===== config.mk =====
export PLATFORM = sky130hd
export DESIGN_NAME = irc_timer_top
export DESIGN_NICKNAME = d
export VERILOG_FILES = /design/src/inc/irc_pkg.sv /design/src/core/irc_carrier_gen.sv /design/src/core/irc_timer_top.sv
export SDC_FILE = /design/constraint.sdc
export NUM_CORES = 1
export LEC_CHECK = 0
export BUFFER_PORTS_ARGS = -buffer_cell sky130_fd_sc_hd__clkbuf_2
export CAP_MARGIN = 10
export CORE_ASPECT_RATIO = 1.5
export CORE_MARGIN = 4
export CORE_UTILIZATION = 45
export DETAILED_ROUTE_END_ITERATION = 16
export PLACE_DENSITY_LB_ADDON = 0.12
export SLEW_MARGIN = 20
export SYNTH_ARGS = -nofsm -noshare
export SYNTH_HDL_FRONTEND = slang
export SYNTH_SLANG_ARGS = --single-unit

===== constraint.sdc =====
create_clock -name mclk -period 3.5 [get_ports mclk]
set_clock_uncertainty 0.1 [all_clocks]
set_input_delay 0.35 -clock mclk [delete_from_list [all_inputs] [get_ports mclk]]
set_output_delay 0.35 -clock mclk [all_outputs]
set_load 0.02 [all_outputs]

===== src/inc/irc_pkg.sv =====
// Constants, states and types for the timer and carrier generator.
// Assumes a 4-bit register file and an 8-bit peripheral transfer buffer.
package irc_pkg;
    // Peripheral register addresses
    localparam logic [7:0] PER_CARRIER_LOW  = 8'h03;
    localparam logic [7:0] PER_CARRIER_HIGH = 8'h04;
    localparam logic [7:0] PER_TIMER_COUNT  = 8'h05;
    localparam logic [7:0] PER_TIMER_LIMIT  = 8'h06;
    // Register file addresses
    localparam logic [6:0] RF_TIMER_CTRL    = 7'h33;
    localparam logic [6:0] RF_GATE          = 7'h3a;
    localparam logic [6:0] RF_MATCH_FLAG    = 7'h3f;
    // Field positions
    localparam int CTRL_EN_BIT     = 3;
    localparam int CTRL_STROBE_BIT = 2;
    localparam int FLAG_BIT        = 0;
    localparam int GATE_BIT        = 0;
    localparam int GATE_BUF_BIT    = 1;
    localparam int LOW_STEADY_BIT  = 7;
    // Values after reset
    localparam logic [3:0] CTRL_RESET   = 4'h8;
    localparam logic [7:0] LIMIT_RESET  = 8'hff;
    localparam logic [7:0] COUNT_RESET  = 8'h00;
    localparam logic [7:0] PERIOD_RESET = 8'h00;
    // Clock select codes
    localparam logic [1:0] SEL_DIV32   = 2'h0;
    localparam logic [1:0] SEL_DIV64   = 2'h1;
    localparam logic [1:0] SEL_DIV256  = 2'h2;
    localparam logic [1:0] SEL_CARRIER = 2'h3;
    // Prescaler masks: tick when the masked bits are all ones
    localparam logic [7:0] MASK_DIV32  = 8'h1f;
    localparam logic [7:0] MASK_DIV64  = 8'h3f;
    localparam logic [7:0] MASK_DIV256 = 8'hff;

    typedef enum logic [1:0] {
        CG_IDLE = 2'h0,
        CG_LOW  = 2'h1,
        CG_HIGH = 2'h3
    } irc_cg_state_t;

    typedef struct packed {
        logic [6:0] high_period;
        logic [6:0] low_period;
    } irc_periods_t;
endpackage


===== src/core/irc_carrier_gen.sv =====
// Carrier generator: 7-bit half-period counter on a half-rate enable.
// Assumes periods are stable registers driven by the timer top.
`timescale 1ns/1ps
module irc_carrier_gen (
    input  wire logic                  mclk,
    input  wire logic                  sys_rst,
    input  wire logic                  run,
    input  wire logic                  force_high,
    input  wire irc_pkg::irc_periods_t periods,
    output logic                       carrier,
    output logic                       carrier_fall
);
    irc_pkg::irc_cg_state_t state_reg;
    irc_pkg::irc_cg_state_t state_next;
    logic [6:0]             cnt_reg;
    logic [6:0]             cnt_next;
    logic                   div_reg;
    logic                   div_next;
    logic                   fall_reg;
    logic                   fall_next;

    always_comb begin
        state_next = state_reg;
        cnt_next   = cnt_reg;
        fall_next  = 1'b0;
        div_next   = run ? ~div_reg : 1'b0;
        if (!run) begin
            state_next = irc_pkg::CG_IDLE;
            cnt_next   = 7'h00;
        end else if (force_high) begin
            state_next = irc_pkg::CG_HIGH;
            cnt_next   = 7'h00;
        end else begin
            case (state_reg)
                irc_pkg::CG_IDLE: begin
                    // Buffer-loaded start waits one low phase
                    state_next = irc_pkg::CG_LOW;
                    cnt_next   = 7'h00;
                end
                irc_pkg::CG_HIGH: begin
                    if (div_reg) begin
                        if (cnt_reg == periods.high_period) begin
                            state_next = irc_pkg::CG_LOW;
                            cnt_next   = 7'h00;
                            fall_next  = 1'b1;
                        end else begin
                            cnt_next = cnt_reg + 7'h01;
                        end
                    end
                end
                irc_pkg::CG_LOW: begin
                    if (div_reg) begin
                        if (cnt_reg == periods.low_period) begin
                            state_next = irc_pkg::CG_HIGH;
                            cnt_next   = 7'h00;
                        end else begin
                            cnt_next = cnt_reg + 7'h01;
                        end
                    end
                end
                default: begin
                    state_next = irc_pkg::CG_IDLE;
                    cnt_next   = 7'h00;
                end
            endcase
        end
    end

    always_ff @(posedge mclk) begin
        if (sys_rst) begin
            state_reg <= irc_pkg::CG_IDLE;
            cnt_reg   <= 7'h00;
            div_reg   <= 1'b0;
            fall_reg  <= 1'b0;
        end else begin
            state_reg <= state_next;
            cnt_reg   <= cnt_next;
            div_reg   <= div_next;
            fall_reg  <= fall_next;
        end
    end

    assign carrier      = (state_reg == irc_pkg::CG_HIGH);
    assign carrier_fall = fall_reg;
endmodule


===== src/core/irc_timer_top.sv =====
// 8-bit match timer with infrared carrier output gating.
// Assumes the CPU drives register file and peripheral ops on mclk.
`timescale 1ns/1ps
module irc_timer_top (
    input  wire logic       mclk,
    input  wire logic       sys_rst,
    input  wire logic [6:0] rf_addr,
    input  wire logic       rf_wr,
    input  wire logic       rf_rd,
    input  wire logic [3:0] rf_wdata,
    output logic      [3:0] rf_rdata,
    input  wire logic [7:0] per_addr,
    input  wire logic       peripheral_write_op,
    input  wire logic       peripheral_read_op,
    input  wire logic [7:0] transfer_buffer_in,
    output logic      [7:0] transfer_buffer_out,
    output logic            timer_match_flag,
    output logic            rem_out
);
    logic [3:0] ctrl_reg;
    logic [3:0] ctrl_next;
    logic [7:0] count_reg;
    logic [7:0] count_next;
    logic [7:0] limit_reg;
    logic [7:0] limit_next;
    logic [7:0] low_reg;
    logic [7:0] low_next;
    logic [7:0] high_reg;
    logic [7:0] high_next;
    logic [7:0] presc_reg;
    logic [7:0] presc_next;
    logic       flag_reg;
    logic       flag_next;
    logic       gate_reg;
    logic       gate_next;
    logic       gbuf_reg;
    logic       gbuf_next;
    logic       hold_reg;
    logic       hold_next;
    logic       rem_reg;
    logic       rem_next;
    logic       run_reg;
    logic [3:0] rf_rdata_reg;
    logic [3:0] rf_rdata_next;
    logic [7:0] tb_out_reg;
    logic [7:0] tb_out_next;

    logic                  strobe;
    logic                  flag_clr;
    logic                  sw_gate_set;
    logic                  tick;
    logic                  match;
    logic                  run;
    logic                  carrier;
    logic                  carrier_fall;
    logic [7:0]            mask;
    irc_pkg::irc_periods_t periods;

    assign strobe = rf_wr && rf_addr == irc_pkg::RF_TIMER_CTRL
        && rf_wdata[irc_pkg::CTRL_STROBE_BIT];
    assign flag_clr = rf_wr && rf_addr == irc_pkg::RF_MATCH_FLAG
        && !rf_wdata[irc_pkg::FLAG_BIT];
    assign sw_gate_set = rf_wr && rf_addr == irc_pkg::RF_GATE
        && rf_wdata[irc_pkg::GATE_BIT] && !gate_reg;
    assign periods.high_period = high_reg[6:0];
    assign periods.low_period  = low_reg[6:0];
    // Timer clock use keeps the generator alive with the gate closed
    assign run = gate_reg || hold_reg
        || ctrl_reg[1:0] == irc_pkg::SEL_CARRIER;

    irc_carrier_gen u_carrier (
        .mclk         (mclk),
        .sys_rst      (sys_rst),
        .run          (run),
        .force_high   (sw_gate_set && !run_reg),
        .periods      (periods),
        .carrier      (carrier),
        .carrier_fall (carrier_fall)
    );

    // Count clock selection
    always_comb begin
        presc_next = presc_reg + 8'h01;
        case (ctrl_reg[1:0])
            irc_pkg::SEL_DIV32:  mask = irc_pkg::MASK_DIV32;
            irc_pkg::SEL_DIV64:  mask = irc_pkg::MASK_DIV64;
            irc_pkg::SEL_DIV256: mask = irc_pkg::MASK_DIV256;
            default:             mask = 8'h00;
        endcase
        // Falling edge of a divided clock: masked bits roll over
        if (ctrl_reg[1:0] == irc_pkg::SEL_CARRIER) begin
            tick = carrier_fall;
        end else begin
            tick = (presc_reg & mask) == mask;
        end
    end

    // Timer, flag and control
    always_comb begin
        ctrl_next  = ctrl_reg;
        count_next = count_reg;
        limit_next = limit_reg;
        match      = 1'b0;
        if (rf_wr && rf_addr == irc_pkg::RF_TIMER_CTRL) begin
            ctrl_next = {rf_wdata[3], 1'b0, rf_wdata[1:0]};
        end
        if (peripheral_write_op && per_addr == irc_pkg::PER_TIMER_LIMIT) begin
            limit_next = transfer_buffer_in;
        end
        if (strobe) begin
            count_next = irc_pkg::COUNT_RESET;
        end else if (ctrl_reg[irc_pkg::CTRL_EN_BIT] && tick) begin
            if (count_reg == limit_reg) begin
                count_next = 8'h00;
            end else begin
                count_next = count_reg + 8'h01;
            end
            // A zero limit never raises the flag
            match = count_next == limit_reg
                && limit_reg != 8'h00;
        end
        // Set wins over a software clear in the same cycle
        flag_next = match || (flag_reg && !flag_clr && !strobe);
    end

    // Carrier registers, gate and pin
    always_comb begin
        low_next  = low_reg;
        high_next = high_reg;
        gate_next = gate_reg;
        gbuf_next = gbuf_reg;
        if (peripheral_write_op && per_addr == irc_pkg::PER_CARRIER_LOW) begin
            low_next = transfer_buffer_in;
        end
        if (peripheral_write_op
            && per_addr == irc_pkg::PER_CARRIER_HIGH) begin
            high_next = transfer_buffer_in;
        end
        if (rf_wr && rf_addr == irc_pkg::RF_GATE) begin
            gate_next = rf_wdata[irc_pkg::GATE_BIT];
            gbuf_next = rf_wdata[irc_pkg::GATE_BUF_BIT];
        end
        if (match) begin
            gate_next = gbuf_reg;
        end
        if (hold_reg) begin
            hold_next = !carrier_fall;
        end else begin
            hold_next = match && gate_reg && !gbuf_reg
                && rem_reg && carrier;
        end
        if (hold_next) begin
            rem_next = 1'b1;
        end else if (gate_next) begin
            rem_next = low_reg[irc_pkg::LOW_STEADY_BIT]
                ? 1'b1 : carrier;
        end else begin
            rem_next = 1'b0;
        end
    end

    // Read paths
    always_comb begin
        rf_rdata_next = rf_rdata_reg;
        tb_out_next   = tb_out_reg;
        if (rf_rd) begin
            case (rf_addr)
                irc_pkg::RF_TIMER_CTRL:
                    rf_rdata_next = {ctrl_reg[3], 1'b0, ctrl_reg[1:0]};
                irc_pkg::RF_MATCH_FLAG:
                    rf_rdata_next = {3'h0, flag_reg};
                irc_pkg::RF_GATE:
                    rf_rdata_next = {2'h0, gbuf_reg, gate_reg};
                default:
                    rf_rdata_next = 4'h0;
            endcase
        end
        if (peripheral_read_op) begin
            case (per_addr)
                irc_pkg::PER_CARRIER_LOW:  tb_out_next = low_reg;
                irc_pkg::PER_CARRIER_HIGH: tb_out_next = high_reg;
                irc_pkg::PER_TIMER_COUNT:  tb_out_next = count_reg;
                default:                   tb_out_next = 8'h00;
            endcase
        end
    end

    always_ff @(posedge mclk) begin
        if (sys_rst) begin
            ctrl_reg     <= irc_pkg::CTRL_RESET;
            count_reg    <= irc_pkg::COUNT_RESET;
            limit_reg    <= irc_pkg::LIMIT_RESET;
            low_reg      <= irc_pkg::PERIOD_RESET;
            high_reg     <= irc_pkg::PERIOD_RESET;
            presc_reg    <= 8'h00;
            flag_reg     <= 1'b0;
            gate_reg     <= 1'b0;
            gbuf_reg     <= 1'b0;
            hold_reg     <= 1'b0;
            rem_reg      <= 1'b0;
            run_reg      <= 1'b0;
            rf_rdata_reg <= 4'h0;
            tb_out_reg   <= 8'h00;
        end else begin
            ctrl_reg     <= ctrl_next;
            count_reg    <= count_next;
            limit_reg    <= limit_next;
            low_reg      <= low_next;
            high_reg     <= high_next;
            presc_reg    <= presc_next;
            flag_reg     <= flag_next;
            gate_reg     <= gate_next;
            gbuf_reg     <= gbuf_next;
            hold_reg     <= hold_next;
            rem_reg      <= rem_next;
            run_reg      <= run;
            rf_rdata_reg <= rf_rdata_next;
            tb_out_reg   <= tb_out_next;
        end
    end

    assign rf_rdata            = rf_rdata_reg;
    assign transfer_buffer_out = tb_out_reg;
    assign timer_match_flag    = flag_reg;
    assign rem_out             = rem_reg;
endmodule


Word level (Yosys, flattened, before mapping)
Index checks and enable logic that the tools add are counted.

word-level totals
  register bits = 72
  input bits = 33
  output and inout bits = 14
  word-level logic and storage cells = 113

operators by class
  add/subtract/negate cells = 3
  equal/unequal tests = 23
  muxes and demuxes = 27
  bitwise logic cells = 4
  reduce and logical (&&, ||, !) cells = 38

operators by type and width
  cell                   number
  $pmux W8 S3            2
  $mux W7                4
  $eq A8 B3 Y1 const B   3
  $eq A8 B8 Y1           3
  $mux W8                3
  $eq A7 B6 Y1 const B   3
  $logic_and A1 B1 Y1    19
  $add A8 B1 Y8 const B  2
  $eq A7 B7 Y1           2
  $pmux W7 S2            1
  $ne A3 B1 Y1 const B   4
  $pmux W4 S3            1
  $mux W1                10
  $mux W2                5
  $and A8 B8 Y8          1
  $eq A8 B2 Y1 const B   1
  $reduce_bool A8 Y1     1
  $add A7 B1 Y7 const B  1
  $logic_not A1 Y1       7
  $eq A2 B2 Y1 const B   3
  $pmux W2 S3            1
  $reduce_or A5 Y1       1
  $eq A2 B1 Y1 const B   2
  $logic_not A2 Y1       2
  other kinds (7)        13

Longest topological paths before layout
  depth in word-level cells = 18
  gate-level depth with buffers = 9
  mapped depth without buffers = 9

By module
From an unflattened synthesis, not the netlist that was laid out.

unflattened totals
  cells, all modules = 458
  area total of the unflattened synthesis = 3,847.4 µm²

modules (own cells, without submodules)
  module           instances  cells an instance  area each (µm²)  seq. area each (µm²)
  irc_timer_top    1          376                3,125.5          1,201.2
  irc_carrier_gen  1          82                 721.9            220.2

Worst setup path after synthesis
Ideal clock, no wire load.

  path kind = reg2reg
  start point = register count_reg[0]
  end point = register rem_reg, in the netlist rem_out
  arrival time = 2.018 ns
  data required time = 3.275 ns
  path slack = 1.258 ns
  stages on the path, launching flop included = 9
  buffers on the path = 0
  cell sequence = dfxtp_1 ha_1 xor2_1 xnor2_1 a31oi_1 nor4b_4 o31ai_1 or3_4 mux2i_1

between the ends
  cells in the longest elaborated chain, start to end = 14
  elaborated cells on any way between the ends = 17

RTL lines
  what                                           RTL line                                    RTL
  start, declared                                irc_timer_top.sv:22                         logic [7:0] count_reg;
  start signal, assigned                         irc_timer_top.sv:191                        count_reg <= irc_pkg::COUNT_RESET;
  start signal, assigned                         irc_timer_top.sv:206                        count_reg <= count_next;
  $add A8 B1 Y8 or $eq A8 B8 Y1 (tied branches)  irc_timer_top.sv:116, irc_timer_top.sv:113
  $mux W8 (*)                                    irc_timer_top.sv:113                        if (count_reg == limit_reg) begin
  $mux W8 (*)                                    irc_timer_top.sv:112                        end else if (ctrl_reg[irc_pkg::CTRL_EN_BIT] && tick) begin
  $mux W8 (*)                                    irc_timer_top.sv:110                        if (strobe) begin
  $eq A8 B8 Y1 (*)                               irc_timer_top.sv:119                        match = count_next == limit_reg
  $logic_and A1 B1 Y1 (*)                        irc_timer_top.sv:120                        && limit_reg != 8'h00;
  $mux W1 (*)                                    irc_timer_top.sv:112
  $mux W1 (*)                                    irc_timer_top.sv:110
  $logic_and A1 B1 Y1 (2 in a row)               irc_timer_top.sv:149                        hold_next = match && gate_reg && !gbuf_reg
  $logic_and A1 B1 Y1 (2 in a row)               irc_timer_top.sv:150                        && rem_reg && carrier;
  $mux W1                                        irc_timer_top.sv:146                        if (hold_reg) begin
  $mux W1 (*)                                    irc_timer_top.sv:152                        if (hold_next) begin
  end signal, assigned                           irc_timer_top.sv:215                        rem_reg <= rem_next;
  end, declared                                  irc_timer_top.sv:40                         logic rem_reg;

Every way passes the cells marked *; elsewhere a longest branch is shown, timed or not. The select of a mux whose other input is x is not followed.
A chain may end at the register's enable or synchronous reset.

Worst setup path after layout
  start point = register ctrl_reg[0]
  end point = register rem_reg, in the netlist rem_out

between the ends
  cells in the longest elaborated chain, start to end = 14
  elaborated cells on any way between the ends = 19

RTL lines
  what                                  RTL line              RTL
  start, declared                       irc_timer_top.sv:20   logic [3:0] ctrl_reg;
  start signal, assigned                irc_timer_top.sv:190  ctrl_reg <= irc_pkg::CTRL_RESET;
  start signal, assigned                irc_timer_top.sv:205  ctrl_reg <= ctrl_next;
  $eq A2 B2 Y1 (tied with other cells)  irc_timer_top.sv:84   case (ctrl_reg[1:0])
  $pmux W8 S3                           irc_timer_top.sv:84
  $and A8 B8 Y8                         irc_timer_top.sv:94   tick = (presc_reg & mask) == mask;
  $eq A8 B8 Y1                          irc_timer_top.sv:94
  $mux W1 (*)                           irc_timer_top.sv:91   if (ctrl_reg[1:0] == irc_pkg::SEL_CARRIER) begin
  $logic_and A1 B1 Y1 (*)               irc_timer_top.sv:112
  $mux W1 (*)                           irc_timer_top.sv:112
  $mux W1 (*)                           irc_timer_top.sv:110
  $logic_and A1 B1 Y1 (2 in a row)      irc_timer_top.sv:149
  $logic_and A1 B1 Y1 (2 in a row)      irc_timer_top.sv:150
  $mux W1                               irc_timer_top.sv:146
  $mux W1 (*)                           irc_timer_top.sv:152

Every way passes the cells marked *; elsewhere a longest branch is shown, timed or not.

==> run metrics <==
syn_area_per_cell approximately 8.2 sq um; Avg WL per Cell 16.0 microns; CP endpoint kind flop; # hold bufs at CTS 0; # nets final 517; Num CTS Buffers 9; Synth Instances 444; H-tree Lvls 3; critical path required time 3.62 ns; ys async rst share 0%; Worst-path clk slew 0.06 ns; clock latency at the later pin of the worst-skew pair 0.34 ns; FILL cells between 700 and 800; Power, Total 0.00174 W; leakage between 1.5 and 2 nW; Placement Rows 40; RSZ-0062 raised after global routing false; CTS Sinks 71; Antenna Violating Nets Remaining 0; final slew viol count 0; final worst-path cycle share 73.6%; Setup Buffers After CTS 0; setup violators final 0; Synth cell types 58; crit path kind flop to flop; worst hold start rf_wdata[3]; synthesized cell area roughly 0.0036 sq mm; Slew @ Worst Pin 0.911 ns; GP Congestion 0.818; register area share after synthesis just under 40%; initial antenna violation count 0; slew margin rel. about two fifths; worst hold path class input pin to flop; Tot GR Track Use between 20% and 30%; Starting Density 45.8%; hold_ws 0.147 ns; DPL Wire Length roughly 7100 microns; number of diodes 0; Warnings, synthesis 0; worst r2r src ctrl_reg[0]; via count of the first global-routing pass 3105; CTS tree done; most frequent cells in the layout 71 x dfxtp_1, 58 x nor2_1, 48 x nand2_1; height of the chip 118 microns; Vias roughly 3300; GR Overflow Total 0; largest net degree at the start of global routing 26; Worst VDD drop 0.000234 V; maxcap violations 0; status completed; Via-to-Cell Ratio 5.58; Finished Core Util 52.6%; #FFs+latches synth 71; clock root cell clkbuf_16; setup TNS 0 ns; final hold violations 0; Register Area 0.00142 sq mm; crit path launch ctrl_reg[0]; crit path DAT 2.69 ns; final instance area 0.00419 sq mm; Die ar. 0.00964 sq mm; Routed WL 9390 microns; Post-synth EDFFs 0; crit-path max FO 14; clk buf depth 2; Core ar. 0.00796 sq mm; Detailed Route Iter0 Violations roughly 180; PortBufs 45; fmax just under 400 MHz; Area growth syn-to-layout 14.8%; DRC viols 0; syn nets 482; nature of the critical path startpoint flop; Main synth FF type dfxtp_1; post-CTS sizing 0; drt pass-1 iters 5; I/O pin count 47; min Tclk post-route 2.58 ns; first-pass GRT wire length 15500 microns; area occupied by multi-input gates 0.00207 sq mm; placed cell area 0.00390 sq mm; die width 81.5 microns; power per cell area 416 mW/mm^2; layout cells sized above 1 14.9%; most common cell after layout, fill and taps aside dfxtp_1
worst max-delay path: stages, from the launching register on:
cell      delay, ns
dfxtp_1        0.37
inv_1          0.06
ha_1           0.18
a21boi_0       0.12
o41ai_1        0.33
nand2_1        0.33
a211oi_1       0.32
o31ai_1        0.13
or3_4          0.41
mux2i_1        0.12
final cells by class:
cell class / instances / share of cell area (%)
inverter: 8 / 0.717
multi-input combinational: 341 / 49.4
timing repair buffer: 48 / 5.92
sequential: 71 / 34.0
clock buffer: 13 / 6.46
clock inverter: 2 / 0.359
tap: 105 / 3.14
path summary, 6_finish.rpt:
check,endpoint,slack [ns],cells past startpoint
max,rem_out,0.92,9
min,ctrl_reg[3],0.15,3
max reg2reg,rem_out,0.92,9
min reg2reg,presc_reg[0],0.34,1
per-layer routing:
| layer | up-vias | wire length, microns | GRT usage [%] | part of all wire [%] |
|---|---|---|---|---|
| met1 | 1533 | 3830 | 25.6 | 41 |
| met3 | 23 | 406 | 3.43 | 4.3 |
| met5 | - | 0 | 0 | 0 |
| met4 | 0 | 304 | 11.0 | 3.2 |
| li1 | 1635 | - | - | - |
| met2 | 91 | 4850 | 34.4 | 52 |
power by group:
part	switching (W)	total (W)	leakage (nW)	internal, W
Clock	0.000331	0.000864	0.134	0.000533
Combinational	0.0000402	0.0000622	0.916	0.0000220
Sequential	0.00000297	0.000816	0.573	0.000813
Total	0.000374	0.00174	1.62	0.00137
metrics by stage:
step                      cells  setup slack [ns]
final                       588             0.924
after global routing        588             0.556
after CTS                   588             0.892
after detailed placement    573             0.907
after global placement      573             0.982
after floorplan             444              1.26
synth_stat cells, types with 2 or more instances:
master / count / area (sq um)
and4b_1: 2 / 20.0
buf_2: 4 / 20.0
nand3_1: 33 / 165
nand2b_1: 3 / 18.8
dfxtp_1: 71 / 1420
buf_4: 2 / 15.0
a22oi_1: 3 / 22.5
nand3b_1: 6 / 45.0
a21oi_1: 42 / 210
xor2_1: 29 / 254
inv_1: 8 / 30.0
nor2_1: 58 / 218
mux2i_1: 9 / 90.1
o21ai_0: 8 / 40.0
a21o_1: 2 / 15.0
clkbuf_1: 14 / 52.6
a222oi_1: 8 / 80.1
buf_6: 3 / 33.8
nand4_1: 4 / 25.0
a31oi_1: 3 / 18.8
nor2b_1: 2 / 12.5
a211oi_1: 3 / 22.5
and2_1: 2 / 12.5
xnor2_1: 11 / 96.3
nor3_1: 14 / 70.1
and3_1: 13 / 81.3
o21bai_1: 2 / 15.0
ha_1: 5 / 62.6
nor3b_1: 4 / 30.0
nand2_1: 48 / 180
kinds of logic after synthesis:
family	synth area share (%)
buffers and inverters	4.26
muxes	2.78
DFF	39.0
adders and majority gates	1.72
xor gates and xnor gates	10.1
and+or+nand+nor	27.3
other	0.103
AOI/OAI and AO/OA	14.8
Power figures use the tool's default switching activity.
